## config.mk

```make
export PLATFORM = sky130hd
export DESIGN_NAME = i2c_to_spi_message_bridge
export DESIGN_NICKNAME = d
export VERILOG_FILES = /design/src/i2c_to_spi_message_bridge.v /design/src/in_sync.v /design/src/spi_shift_master.v
export VERILOG_INCLUDE_DIRS = /design/src
export SDC_FILE = /design/constraint.sdc
export NUM_CORES = 2
export LEC_CHECK = 0
export BUFFER_PORTS_ARGS = -buffer_cell sky130_fd_sc_hd__buf_2
export CORE_MARGIN = 1.5
export CORE_UTILIZATION = 46
export DETAILED_ROUTE_END_ITERATION = 8
export PLACE_DENSITY = 0.64
export RECOVER_POWER = 25
export SLEW_MARGIN = 40
export SYNTH_ARGS = -nofsm -noshare
export SYNTH_HDL_FRONTEND = slang
export SYNTH_SLANG_ARGS = --single-unit
```

## constraint.sdc

```tcl
create_clock -name ref_clk -period 19.3 [get_ports ref_clk]
set_input_delay 0.965 -clock ref_clk [delete_from_list [all_inputs] [get_ports ref_clk]]
set_output_delay 0.965 -clock ref_clk [all_outputs]
set_load 0.01 [all_outputs]
```

## src/bridge_consts.vh

```
`ifndef BRIDGE_CONSTS_VH
`define BRIDGE_CONSTS_VH
// Operation
// - Acts only as I2C slave receiver or transmitter; never drives START.
// - Byte-oriented I2C slave port works at SCL rates up to 400 kHz.
// - After START compare seven address bits; eighth bit 0 writes, 1 reads.
// - Slave address is fixed upper part plus three address pins.
// - Address pins sampled during reset; later pin changes are ignored.
// - One 200-byte buffer; write message is address, function, 0..200 bytes.
// - Each received data byte is stored in order until STOP.
// - After STOP, addressing is not acknowledged until the function finishes.
// - Function codes 01h..0Fh start SPI; bits 3..0 choose selects 3..0.
// - Every chosen slave select goes low, any combination allowed.
// - SPI sends exactly the received data bytes, same count.
// - MISO byte captured per byte overwrites the same buffer position.
// - Read-direction address returns buffer contents, no function code.
// - Reading the buffer leaves it unchanged.
// - External-clock variant has no fourth select; code bit 3 selects none.
// - Reset input and interrupt output are both active low.
// - Interrupt goes low when SPI completes; function F1h releases it.
// - Config byte: order bit, two-bit mode, two-bit rate; all reset 0.

`define BUF_DEPTH      8'hC8
`define ADDR_HIGH_DEF  4'h5
`define CLK_KHZ        40000
`define I2C_MAX_KHZ    400
`define SCL_MIN_CYC    (`CLK_KHZ / `I2C_MAX_KHZ)
`define FC_SPI_NIB     4'h0
`define FC_NONE        4'h0
`define FC_CFG         8'hF0
`define FC_CLR_INT     8'hF1
`define CFG_RST        8'h00
`define CFG_ORDER      5
`define CFG_CPOL       3
`define CFG_CPHA       2
`define CFG_RATE_HI    1
`define CFG_RATE_LO    0
`define HALF_R0        8'h05
`define HALF_R1        8'h14
`define HALF_R2        8'h50
`define HALF_R3        8'hA0
`define SPI_LAST_HALF  5'h10
`define SPI_LAST_SHIFT 5'h0F
`define BYTE_BITS      4'h8
`define TX_LAST_BIT    4'h7
`define SS_IDLE        4'hF
`define SS_ALL         4'hF
`define SS_NO3         4'h7
`define INT_IDLE       1'b1
`endif

```

## src/i2c_to_spi_message_bridge.v

```verilog
`include "bridge_consts.vh"
module i2c_to_spi_message_bridge #(
	parameter [3:0]    ADDR_HIGH       = `ADDR_HIGH_DEF,
	parameter          EXT_CLK_VARIANT = 0,
	parameter          PW              = 8,
	parameter [PW-1:0] DEPTH           = `BUF_DEPTH
) (
	input  wire       ref_clk,
	input  wire       rst_b,
	input  wire       scl,
	input  wire       sda_in,
	output wire       sda_out,
	output wire       sda_oe,
	input  wire       miso,
	output wire       mosi,
	output wire       serial_shift_clock,
	output wire       slave_select_0_n,
	output wire       slave_select_1_n,
	output wire       slave_select_2_n,
	output wire       slave_select_3_n,
	input  wire       addr_pin_0,
	input  wire       addr_pin_1,
	input  wire       addr_pin_2,
	output wire       int_n,
	output wire       busy,
	output wire [7:0] spi_config
);

	localparam [2:0] S_IDLE = 3'h0;
	localparam [2:0] S_ADDR = 3'h1;
	localparam [2:0] S_ACK  = 3'h2;
	localparam [2:0] S_RX   = 3'h3;
	localparam [2:0] S_RXA  = 3'h4;
	localparam [2:0] S_TX   = 3'h5;
	localparam [2:0] S_TXA  = 3'h6;

	localparam [1:0] X_IDLE = 2'h0;
	localparam [1:0] X_NEXT = 2'h1;
	localparam [1:0] X_WAIT = 2'h2;

	localparam [3:0] SEL_MASK = EXT_CLK_VARIANT ? `SS_NO3 : `SS_ALL;

	wire          scl_s;
	wire          sda_s;
	wire          miso_s;
	wire [2:0]    addr_s;

	reg  [2:0]    addr_lo_q;
	reg           scl_p_q;
	reg           sda_p_q;
	reg  [2:0]    st_q;
	reg  [3:0]    cnt_q;
	reg  [7:0]    sh_q;
	reg           rw_q;
	reg           first_q;
	reg           wr_q;
	reg           sda_oe_q;
	reg  [PW-1:0] wlen_q;
	reg  [PW-1:0] rd_q;
	reg  [7:0]    func_q;
	reg  [7:0]    cfg_q;
	reg           go_q;

	reg  [1:0]    x_q;
	reg           busy_q;
	reg  [3:0]    ss_q;
	reg  [PW-1:0] idx_q;
	reg  [PW-1:0] len_q;
	reg           int_q;
	reg           spi_go_q;

	reg  [7:0]    mem [0:DEPTH-1];

	wire          spi_done;
	wire [7:0]    spi_rx;

	in_sync #(
		.W(6)
	) u_sync (
		.ref_clk (ref_clk),
		.d       ({addr_pin_2, addr_pin_1, addr_pin_0, miso, sda_in, scl}),
		.q       ({addr_s, miso_s, sda_s, scl_s})
	);

	wire scl_rise = scl_s & ~scl_p_q;
	wire scl_fall = ~scl_s & scl_p_q;
	wire start_ev = scl_s & scl_p_q & sda_p_q & ~sda_s;
	wire stop_ev  = scl_s & scl_p_q & ~sda_p_q & sda_s;
	wire byte_end = scl_fall && (cnt_q == `BYTE_BITS);

	wire func_spi = (func_q[7:4] == `FC_SPI_NIB) &&
	                (func_q[3:0] != `FC_NONE);
	wire room     = (wlen_q < DEPTH);
	wire addr_ok  = (sh_q[7:1] == {ADDR_HIGH, addr_lo_q}) && !busy_q;

	wire i2c_we   = (st_q == S_RX) && byte_end && !first_q && func_spi && room;
	wire spi_we   = (x_q == X_WAIT) && spi_done;

	wire [PW-1:0] mem_a  = spi_we ? idx_q : wlen_q;
	wire [7:0]    mem_wd = spi_we ? spi_rx : sh_q;
	wire [7:0]    buf_rd = mem[rd_q];
	wire [7:0]    buf_tx = mem[idx_q];
	wire [PW-1:0] rd_nx  = (rd_q == DEPTH - 1'b1) ? {PW{1'b0}} : rd_q + 1'b1;

	// Single write port: I2C fills only when idle, SPI only while busy
	always @(posedge ref_clk) begin
		if (i2c_we | spi_we)
			mem[mem_a] <= mem_wd;
	end

	// Straps caught while reset is held
	always @(posedge ref_clk) begin
		if (!rst_b)
			addr_lo_q <= addr_s;
	end

	always @(posedge ref_clk) begin
		if (!rst_b) begin
			scl_p_q  <= 1'b1;
			sda_p_q  <= 1'b1;
			st_q     <= S_IDLE;
			cnt_q    <= 4'h0;
			sh_q     <= 8'h00;
			rw_q     <= 1'b0;
			first_q  <= 1'b0;
			wr_q     <= 1'b0;
			sda_oe_q <= 1'b0;
			wlen_q   <= {PW{1'b0}};
			rd_q     <= {PW{1'b0}};
			func_q   <= 8'h00;
			cfg_q    <= `CFG_RST;
			go_q     <= 1'b0;
		end else begin
			scl_p_q <= scl_s;
			sda_p_q <= sda_s;
			go_q    <= 1'b0;
			// Only START/STOP seen; never driven, SCL never held
			if (start_ev) begin
				st_q     <= S_ADDR;
				cnt_q    <= 4'h0;
				sda_oe_q <= 1'b0;
				wr_q     <= 1'b0;
			end else if (stop_ev) begin
				st_q     <= S_IDLE;
				sda_oe_q <= 1'b0;
				wr_q     <= 1'b0;
				go_q     <= wr_q && !first_q;
			end else begin
				case (st_q)
				S_ADDR: begin
					if (scl_rise) begin
						sh_q  <= {sh_q[6:0], sda_s};
						cnt_q <= cnt_q + 4'h1;
					end else if (byte_end) begin
						if (addr_ok) begin
							sda_oe_q <= 1'b1;
							rw_q     <= sh_q[0];
							rd_q     <= {PW{1'b0}};
							st_q     <= S_ACK;
						end else begin
							st_q <= S_IDLE;
						end
					end
				end
				S_ACK: begin
					if (scl_fall) begin
						cnt_q <= 4'h0;
						if (rw_q) begin
							sh_q     <= buf_rd;
							sda_oe_q <= ~buf_rd[7];
							st_q     <= S_TX;
						end else begin
							sda_oe_q <= 1'b0;
							first_q  <= 1'b1;
							wr_q     <= 1'b1;
							wlen_q   <= {PW{1'b0}};
							st_q     <= S_RX;
						end
					end
				end
				S_RX: begin
					if (scl_rise) begin
						sh_q  <= {sh_q[6:0], sda_s};
						cnt_q <= cnt_q + 4'h1;
					end else if (byte_end) begin
						cnt_q <= 4'h0;
						st_q  <= S_RXA;
						if (first_q) begin
							func_q   <= sh_q;
							first_q  <= 1'b0;
							sda_oe_q <= 1'b1;
						end else if (func_spi) begin
							// Bytes past the buffer end are refused
							sda_oe_q <= room;
							if (i2c_we)
								wlen_q <= wlen_q + 1'b1;
						end else begin
							sda_oe_q <= 1'b1;
							if (func_q == `FC_CFG && wlen_q == {PW{1'b0}}) begin
								cfg_q  <= sh_q;
								wlen_q <= wlen_q + 1'b1;
							end
						end
					end
				end
				S_RXA: begin
					if (scl_fall) begin
						sda_oe_q <= 1'b0;
						st_q     <= S_RX;
					end
				end
				S_TX: begin
					if (scl_fall) begin
						if (cnt_q == `TX_LAST_BIT) begin
							sda_oe_q <= 1'b0;
							st_q     <= S_TXA;
						end else begin
							sh_q     <= {sh_q[6:0], 1'b0};
							sda_oe_q <= ~sh_q[6];
							cnt_q    <= cnt_q + 4'h1;
						end
					end
				end
				S_TXA: begin
					if (scl_rise) begin
						if (sda_s)
							st_q <= S_IDLE;
						else
							rd_q <= rd_nx;
					end else if (scl_fall) begin
						sh_q     <= buf_rd;
						sda_oe_q <= ~buf_rd[7];
						cnt_q    <= 4'h0;
						st_q     <= S_TX;
					end
				end
				default: st_q <= S_IDLE;
				endcase
			end
		end
	end

	always @(posedge ref_clk) begin
		if (!rst_b) begin
			x_q      <= X_IDLE;
			busy_q   <= 1'b0;
			ss_q     <= `SS_IDLE;
			idx_q    <= {PW{1'b0}};
			len_q    <= {PW{1'b0}};
			int_q    <= `INT_IDLE;
			spi_go_q <= 1'b0;
		end else begin
			spi_go_q <= 1'b0;
			case (x_q)
			X_IDLE: begin
				if (go_q) begin
					if (func_q == `FC_CLR_INT)
						int_q <= `INT_IDLE;
					if (func_spi) begin
						busy_q <= 1'b1;
						len_q  <= wlen_q;
						idx_q  <= {PW{1'b0}};
						x_q    <= X_NEXT;
						// Empty message: no select pulse
						if (wlen_q != {PW{1'b0}})
							ss_q <= ~(func_q[3:0] & SEL_MASK);
					end
				end
			end
			X_NEXT: begin
				if (idx_q == len_q) begin
					ss_q   <= `SS_IDLE;
					busy_q <= 1'b0;
					int_q  <= 1'b0;
					x_q    <= X_IDLE;
				end else begin
					spi_go_q <= 1'b1;
					x_q      <= X_WAIT;
				end
			end
			X_WAIT: begin
				if (spi_done) begin
					idx_q <= idx_q + 1'b1;
					x_q   <= X_NEXT;
				end
			end
			default: x_q <= X_IDLE;
			endcase
		end
	end

	spi_shift_master u_spi (
		.ref_clk   (ref_clk),
		.rst_b     (rst_b),
		.start     (spi_go_q),
		.tx_byte   (buf_tx),
		.lsb_first (cfg_q[`CFG_ORDER]),
		.cpol      (cfg_q[`CFG_CPOL]),
		.cpha      (cfg_q[`CFG_CPHA]),
		.rate      (cfg_q[`CFG_RATE_HI:`CFG_RATE_LO]),
		.miso_s    (miso_s),
		.sclk      (serial_shift_clock),
		.mosi      (mosi),
		.rx_byte   (spi_rx),
		.done      (spi_done)
	);

	// Open drain: only ever pulls low
	assign sda_out          = 1'b0;
	assign sda_oe           = sda_oe_q;
	assign slave_select_0_n = ss_q[0];
	assign slave_select_1_n = ss_q[1];
	assign slave_select_2_n = ss_q[2];
	assign slave_select_3_n = ss_q[3];
	assign int_n            = int_q;
	assign busy             = busy_q;
	assign spi_config       = cfg_q;

endmodule

```

## src/in_sync.v

```verilog
module in_sync #(
	parameter W = 1
) (
	input  wire         ref_clk,
	input  wire [W-1:0] d,
	output wire [W-1:0] q
);

	reg [W-1:0] s1_q;
	reg [W-1:0] s2_q;
	reg [W-1:0] s3_q;
	reg [W-1:0] f_q;

	// No reset: sync pipe plus agreement filter, settles within four edges of reset
	always @(posedge ref_clk) begin
		s1_q <= d;
		s2_q <= s1_q;
		s3_q <= s2_q;
		f_q  <= (~(s2_q ^ s3_q) & s3_q) | ((s2_q ^ s3_q) & f_q);
	end

	assign q = f_q;

endmodule

```

## src/spi_shift_master.v

```verilog
`include "bridge_consts.vh"
module spi_shift_master (
	input  wire       ref_clk,
	input  wire       rst_b,
	input  wire       start,
	input  wire [7:0] tx_byte,
	input  wire       lsb_first,
	input  wire       cpol,
	input  wire       cpha,
	input  wire [1:0] rate,
	input  wire       miso_s,
	output wire       sclk,
	output wire       mosi,
	output wire [7:0] rx_byte,
	output wire       done
);

	reg       run_q;
	reg [7:0] div_q;
	reg [4:0] h_q;
	reg [7:0] tx_q;
	reg [7:0] rx_q;
	reg [7:0] rxo_q;
	reg       sclk_q;
	reg       mosi_q;
	reg       done_q;
	reg [7:0] half;

	function out_bit;
		input       lsb;
		input [7:0] b;
		begin
			out_bit = lsb ? b[0] : b[7];
		end
	endfunction

	always @* begin
		case (rate)
		2'b00: half = `HALF_R0;
		2'b01: half = `HALF_R1;
		2'b10: half = `HALF_R2;
		default: half = `HALF_R3;
		endcase
	end

	wire       half_end = run_q && (div_q == half - 8'h01);
	// MISO is sampled one half late to absorb the input filter delay
	wire       cap = cpha ? (h_q != 5'h00 && !h_q[0]) : h_q[0];
	wire       upd = (cpha ? !h_q[0] : h_q[0]) && (h_q != 5'h00) &&
	                 (h_q < `SPI_LAST_SHIFT);
	wire [7:0] rx_sh = lsb_first ? {miso_s, rx_q[7:1]} : {rx_q[6:0], miso_s};
	wire [7:0] rx_nx = cap ? rx_sh : rx_q;
	wire [7:0] tx_nx = lsb_first ? {1'b0, tx_q[7:1]} : {tx_q[6:0], 1'b0};

	always @(posedge ref_clk) begin
		if (!rst_b) begin
			run_q  <= 1'b0;
			div_q  <= 8'h00;
			h_q    <= 5'h00;
			tx_q   <= 8'h00;
			rx_q   <= 8'h00;
			rxo_q  <= 8'h00;
			sclk_q <= 1'b0;
			mosi_q <= 1'b0;
			done_q <= 1'b0;
		end else begin
			done_q <= 1'b0;
			if (!run_q) begin
				sclk_q <= cpol;
				if (start) begin
					run_q  <= 1'b1;
					div_q  <= 8'h00;
					h_q    <= 5'h00;
					tx_q   <= tx_byte;
					rx_q   <= 8'h00;
					mosi_q <= out_bit(lsb_first, tx_byte);
				end
			end else if (half_end) begin
				div_q <= 8'h00;
				rx_q  <= rx_nx;
				if (h_q != `SPI_LAST_HALF)
					sclk_q <= ~sclk_q;
				if (upd) begin
					tx_q   <= tx_nx;
					mosi_q <= out_bit(lsb_first, tx_nx);
				end
				if (h_q == `SPI_LAST_HALF) begin
					run_q  <= 1'b0;
					done_q <= 1'b1;
					rxo_q  <= rx_nx;
				end else begin
					h_q <= h_q + 5'h01;
				end
			end else begin
				div_q <= div_q + 8'h01;
			end
		end
	end

	assign sclk    = sclk_q;
	assign mosi    = mosi_q;
	assign rx_byte = rxo_q;
	assign done    = done_q;

endmodule

```

== Yosys cells after proc, flatten, opt, wreduce, memory -nomap -nowiden ==
Memories as Yosys holds them, arrays and structs flattened. A register that Yosys moved wholly into a read port is not among the register bits.
Index checks and enable logic that the tools add are counted.

* $mul: 0
* Divide/modulo/power cells: 0
* Bitwise operators: 28
* Reductions and logical operators: 61
* Magnitude comparators: 2
* $add $sub $neg: 7
* Equality and inequality tests: 64
* Shifts and indexed selects: 0
* Muxes and demuxes: 131

{| class="wikitable"
|+ Operators with widths
! cell !! count
|-
| two-way mux 8 bit || 42
|-
| != test 2 bit (second input constant) || 27
|-
| case mux 8 bit (2 select lines) || 3
|-
| two-way mux 1 bit || 44
|-
| two-way mux 4 bit || 11
|-
| AND reduction 10 bit || 4
|-
| two-way mux 3 bit || 12
|-
| adder 8 x 1 -> 8 bit (second input constant) || 4
|-
| != test 4 bit (second input constant) || 8
|-
| case mux 8 bit (4 select lines) || 1
|-
| == test 8 bit (second input constant) || 3
|-
| case mux 8 bit (3 select lines) || 1
|-
| AND reduction 3 bit || 7
|-
| two-way mux 5 bit || 4
|-
| case mux 4 bit (5 select lines) || 1
|-
| case mux 3 bit (6 select lines) || 1
|-
| == test 8 bit || 2
|-
| AND reduction 8 bit || 2
|-
| logical AND 1 bit || 14
|-
| inverter 1 bit || 14
|-
| AND reduction 7 bit || 2
|-
| bitwise AND 6 bit || 2
|-
| AND reduction 4 bit || 3
|-
| AND reduction 6 bit || 2
|-
| other kinds (44) || 79
|}

* Bits in latches: 0
* Flip-flop bits (word level): 147
* Logic and storage cells: 330
* ROM bits: 0
* Memory bits (writable): 1,600
* Memories: 1

{| class="wikitable"
|+ Memory list
! name !! words !! width !! rd ports !! clocked after Yosys merged registers in !! wr ports !! RTL line !! text
|-
| mem || 200 || 8 || 2 || 2 || 1 || i2c_to_spi_message_bridge.v:72 || <nowiki>reg [7:0] mem [0:DEPTH-1];</nowiki>
|}

== Depth between registers and ports, before layout ==
* Word-level depth: 13
* Depth in mapped cells: 14
* Depth with buffers taken out: 10

== Modules after synthesis ==
From an unflattened synthesis, not the netlist that was laid out.

* Cells, all modules: 4,457
* Area total of the unflattened synthesis: 82,376.5 µm²

{| class="wikitable"
|+ By module, submodules not included
! module !! instances !! area each (µm²) !! cells an instance !! seq. area each (µm²)
|-
| i2c_to_spi_message_bridge || 1 || 79,606.3 || 4,183 || 50,038.0
|-
| spi_shift_master || 1 || 2,177.1 || 244 || 820.8
|-
| in_sync || 1 || 593.1 || 30 || 540.5
|}

== Least setup slack after synthesis ==
No wires, ideal clock.

* Path type: register to register
* Start point: register x_q[0]
* End point: memory mem[0][6] (data pin)
* Arrival time: 8,768 ps
* Stages on the path, launching flop included: 5
* Setup slack: 8,777 ps
* Setup time: 1,755 ps
* Data required time: 17,545 ps
* Path through: dfxtp_1 -> and3b_1 -> clkbuf_1 -> buf_1 -> o21ai_0

* Longest elaborated chain between the ends: 3

{| class="wikitable"
|+ Ends and longest elaborated chain
! element !! RTL line !! text
|-
| start: declaration || i2c_to_spi_message_bridge.v:64 || <nowiki>reg [1:0] x_q;</nowiki>
|-
| start signal: assignment || i2c_to_spi_message_bridge.v:245 || <nowiki>x_q <= X_IDLE;</nowiki>
|-
| start signal: assignment || i2c_to_spi_message_bridge.v:263 || <nowiki>x_q <= X_NEXT;</nowiki>
|-
| start signal: assignment || i2c_to_spi_message_bridge.v:275 || <nowiki>x_q <= X_IDLE;</nowiki>
|-
| == test 2 bit || i2c_to_spi_message_bridge.v:97 || <nowiki>wire spi_we = (x_q == X_WAIT) && spi_done;</nowiki>
|-
| logical AND 1 bit || i2c_to_spi_message_bridge.v:97 ||
|-
| two-way mux 8 bit || i2c_to_spi_message_bridge.v:100 || <nowiki>wire [7:0] mem_wd = spi_we ? spi_rx : sh_q;</nowiki>
|-
| via mem_wd[6] || i2c_to_spi_message_bridge.v:100 ||
|-
| end: declaration || i2c_to_spi_message_bridge.v:72 ||
|}

The timed path passes the listed nets, and every way through them passes these cells.

== Worst setup path after layout ==
* Start point: register x_q[0]
* End point: memory mem[135][6] (data pin)

Same word-level chain as after synthesis.

==> qor.tcl <==
set qor(outcome) {finished with violations}
set qor(violations) {capacitance limit, slew limit}
set qor(power_switching_share) 0.207
set qor(number_of_nets_with_antenna_violations_after_routing) 0
set qor(postSynthRegisterBits) 1763
set qor(grt_start_max_net_pins) 201
set qor(crit_family) {buffers and inverters}
set qor(route.detailed.vias_per_inst) 6.73
set qor(postLayoutCoreUtil) 0.515
set qor(power_density_nw_per_um2) 85.6
set qor(fmax_mhz) 110
set qor(synth-edff-count) 1609
set qor(max_cap_violations) 14
set qor(cts_post_setup_buffers_inserted) 0
set qor(crit_path_end_kind) {flip-flop}
set qor(vias) 46300
set qor(design.final.nets) 4417
set qor(first_pass_grt_wire_length_um) 340000
set qor(setup_slack_ps) 10220
set qor(fin_skew_ps) 29.9
set qor(cts_htree_levels) 4
set qor(io_buffer_count) 24
set qor(vdd_drop_max_v) 0.0000827
set qor(critical_path_peak_fanout) 122
set qor(p_leak_uw) 0.0273
set qor(finalHoldViolCount) 0
set qor(cts-root-buf) {sky130_fd_sc_hd__clkbuf_16}
set qor(place_worst_setup_slack_ps) 13690
set qor(internal_power_uw) 6170
set qor(global_route.usage.total) 0.267
set qor(p_switching_uw) 1610
set qor(regToRegSetupSlack_ps) 10220
set qor(pwr-share-seq) 0.544
set qor(postSynth.asyncResetShare) 0
set qor(yosys_warnings) 0
set qor(via_count_of_the_first_global_routing_pass) 45200
set qor(totalNegativeSetupSlack_ps) 0
set qor(crit_path_cell_trace) {and3b_1, nand2_1, o21ai_4, clkbuf_1, clkbuf_1}
set qor(finalSetupViolations) 0
set qor(post_cts_resized) 0
set qor(initial_utilization) 0.464
set qor(area_growth_pct) 10.9
set qor(synthesis.area_per_instance_um2) 18.8
set qor(clock_tree.buffer_depth) 3
set qor(wire_per_inst_um) 34.9
set qor(tritoncts_clock_tree) {done}
set qor(ys_types) 79
set qor(critical-path-top-cell-by-count) {sky130_fd_sc_hd__clkbuf_1}
set qor(grt_setup_unrepaired) {no}
set qor(fp-row-count) 154
set qor(final_max_slew_viol_count) 996
set qor(worst_pin_slew_ps) 5800
set qor(cp-start-kind) {flip-flop}
set qor(clk_pin_slew_worst_paths_ps) 60
set qor(finalWirelength_um) 240000
set qor(class_of_the_most_critical_hold_timing_path) {input pin to flip-flop}
set qor(die_area_um2) 181000
set qor(whs_ps) 226
set qor(final_layout_size_suffix_gt1_frac) 0.337
set qor(drcViolationCount) 0
set qor(detailedPlacementHpwl_um) 151000
set qor(num_io_pins) 26
set qor(postSynthNetCount) 4388
set qor(drt_iter0_markers) 6537
set qor(p_comb_frac) 0.018
set qor(clkPwrFrac) 0.438
set qor(crit_path_top_delay_cell) {sky130_fd_sc_hd__clkbuf_1}
set qor(die_width_um) 425
set qor(synth_ff_type) {sky130_fd_sc_hd__edfxtp_1}
set qor(place.detailed.instances) 6551
set qor(stdcell_count) 6880
set qor(layout.cells.most_common_list) {1609 x sky130_fd_sc_hd__edfxtp_1, 959 x sky130_fd_sc_hd__mux4_2, 239 x sky130_fd_sc_hd__nor2_1}
set qor(synth_sequential_area_ratio) 0.627
set qor(mostFrequentLayoutCell) {sky130_fd_sc_hd__edfxtp_1}
set qor(timing.critical_path.required_ps) 19080
set qor(antenna-diode-count) 0
set qor(die_y_um) 425
set qor(numClockSinks) 1763
set qor(cp.buffers_inverters) 2
set qor(post_cts_hold_buffer_count) 0
set qor(gp_routability_congestion) 0.889
set qor(grt_remaining_overflow) 0
set qor(timing.critical_path.slowest_cell_delay_ps) 4050
set qor(slew_headroom) -2.86
set qor(clkLatencyLatePin_ps) 840
set qor(layout_worst_path_cycle_share) 0.470
set qor(worstPathArrival_ps) 8860
set qor(post_synth_instance_area_um2) 82000
set qor(grt_antenna_before_repair) 5
set qor(syn-instance-count) 4368
set qor(core_um2) 177000
set qor(timing_worst_setup_path_type) {flip-flop to flip-flop}
set qor(drtPass1Iterations) 6
set qor(cts-buffers-inserted) 180
set qor(timing.final.crit_period_ps) 9080
state kept, by name (all words and copies together) (netlist names), 2 cells and up, named ones only:
name / cells
idx_q: 8
mem: 1600
func_q: 8
u_sync.s3_q: 6
st_q: 3
u_spi.h_q: 5
rd_q: 8
sh_q: 8
u_sync.s2_q: 6
x_q: 2
u_sync.s1_q: 6
u_spi.tx_q: 8
u_spi.rx_byte: 8
addr_lo_q: 3
cnt_q: 4
ss_q: 4
u_spi.rx_q: 8
u_spi.div_q: 8
len_q: 8
spi_config: 8
wlen_q: 8
layout make-up:
type,count,area (um^2)
fillers,13900,85700
clock inverters,85,766
inverters,29,116
flip-flops and latches,1763,51400
well taps,2340,2930
clock buffers,240,4920
multi-input cells,2239,29300
repair buffers,184,1530
worst register-to-register path: cells and delay by family (launching register included):
family	cells	cell delay (ps)
flops	1	350
simple gates	2	640
buf+inv	2	6620
compound gates	1	80
cells in the mapped netlist (all sizes together), types with 9 or more instances:
cell,count,area share
inv,26,0.0012
mux2,20,0.0027
mux2i,97,0.012
a21oi,69,0.0042
and2,13,0.00099
o31ai,11,0.0010
a221oi,10,0.0011
nor2,356,0.016
a22oi,16,0.0015
o211ai,9,0.00082
nand3,63,0.0038
o21ai,68,0.0041
nand4,20,0.0015
ha,12,0.0018
mux4,959,0.26
edfxtp,1609,0.59
dfxtp,154,0.038
xnor2,20,0.0021
a31oi,12,0.00092
o221ai,19,0.0020
nor3,16,0.0010
o21a,20,0.0018
buf,141,0.010
nand2,221,0.010
a211oi,14,0.0013
and3,18,0.0014
or3,13,0.00099
clkbuf,196,0.0090
nor2b,19,0.0014
nand3b,19,0.0017
xor2,20,0.0021
worst paths after layout:
path	startpoint	end	cells after the start
max	x_q[0]	mem[135][6]	5
min	addr_pin_1	u_sync.s1_q[4]	1
max reg2reg	x_q[0]	mem[135][6]	5
min reg2reg	u_sync.s1_q[2]	u_sync.s2_q[2]	0
power by group through the flow:
stage / clock [uW] / combinational (uW) / sequential (uW)
3_3_place_gp: 0 / 133 / 4310
5_1_grt: 3590 / 151 / 4230
2_1_floorplan: 0 / 68.8 / 4330
4_1_cts: 3450 / 140 / 4220
6_report: 3420 / 140 / 4230
3_5_place_dp: 0 / 140 / 4300
cells by family (layout without fill, tap and decap cells):
group           count (synthesis)  count (layout)  synth area share
buf+inv                       366             538            0.0207
other cells                     1               1         0.0000457
simple gates                  794             794            0.0426
mux                          1076            1076             0.278
fa+ha+maj                      12              12           0.00183
flops                        1763            1763             0.627
compound gates                316             316            0.0259
xor+xnor                       40              40           0.00427
layer usage:
| metal | up-vias | track usage | wire length, um |
|---|---|---|---|
| met5 | - | 0 | 8 |
| met4 | 2 | 0.0836 | 8150 |
| met3 | 431 | 0.0772 | 29000 |
| met2 | 2796 | 0.400 | 110000 |
| met1 | 24700 | 0.378 | 92800 |
| li1 | 18400 | - | - |
per-stage QoR:
step | cell area, um^2 | power (uW)
detailed placement | 85300 | 4450
global route | 91000 | 7970
global placement | 84800 | 4440
CTS | 91000 | 7810
finish | 91000 | 7790
floorplan | 82000 | 4400
Power figures use the tool's default switching activity.
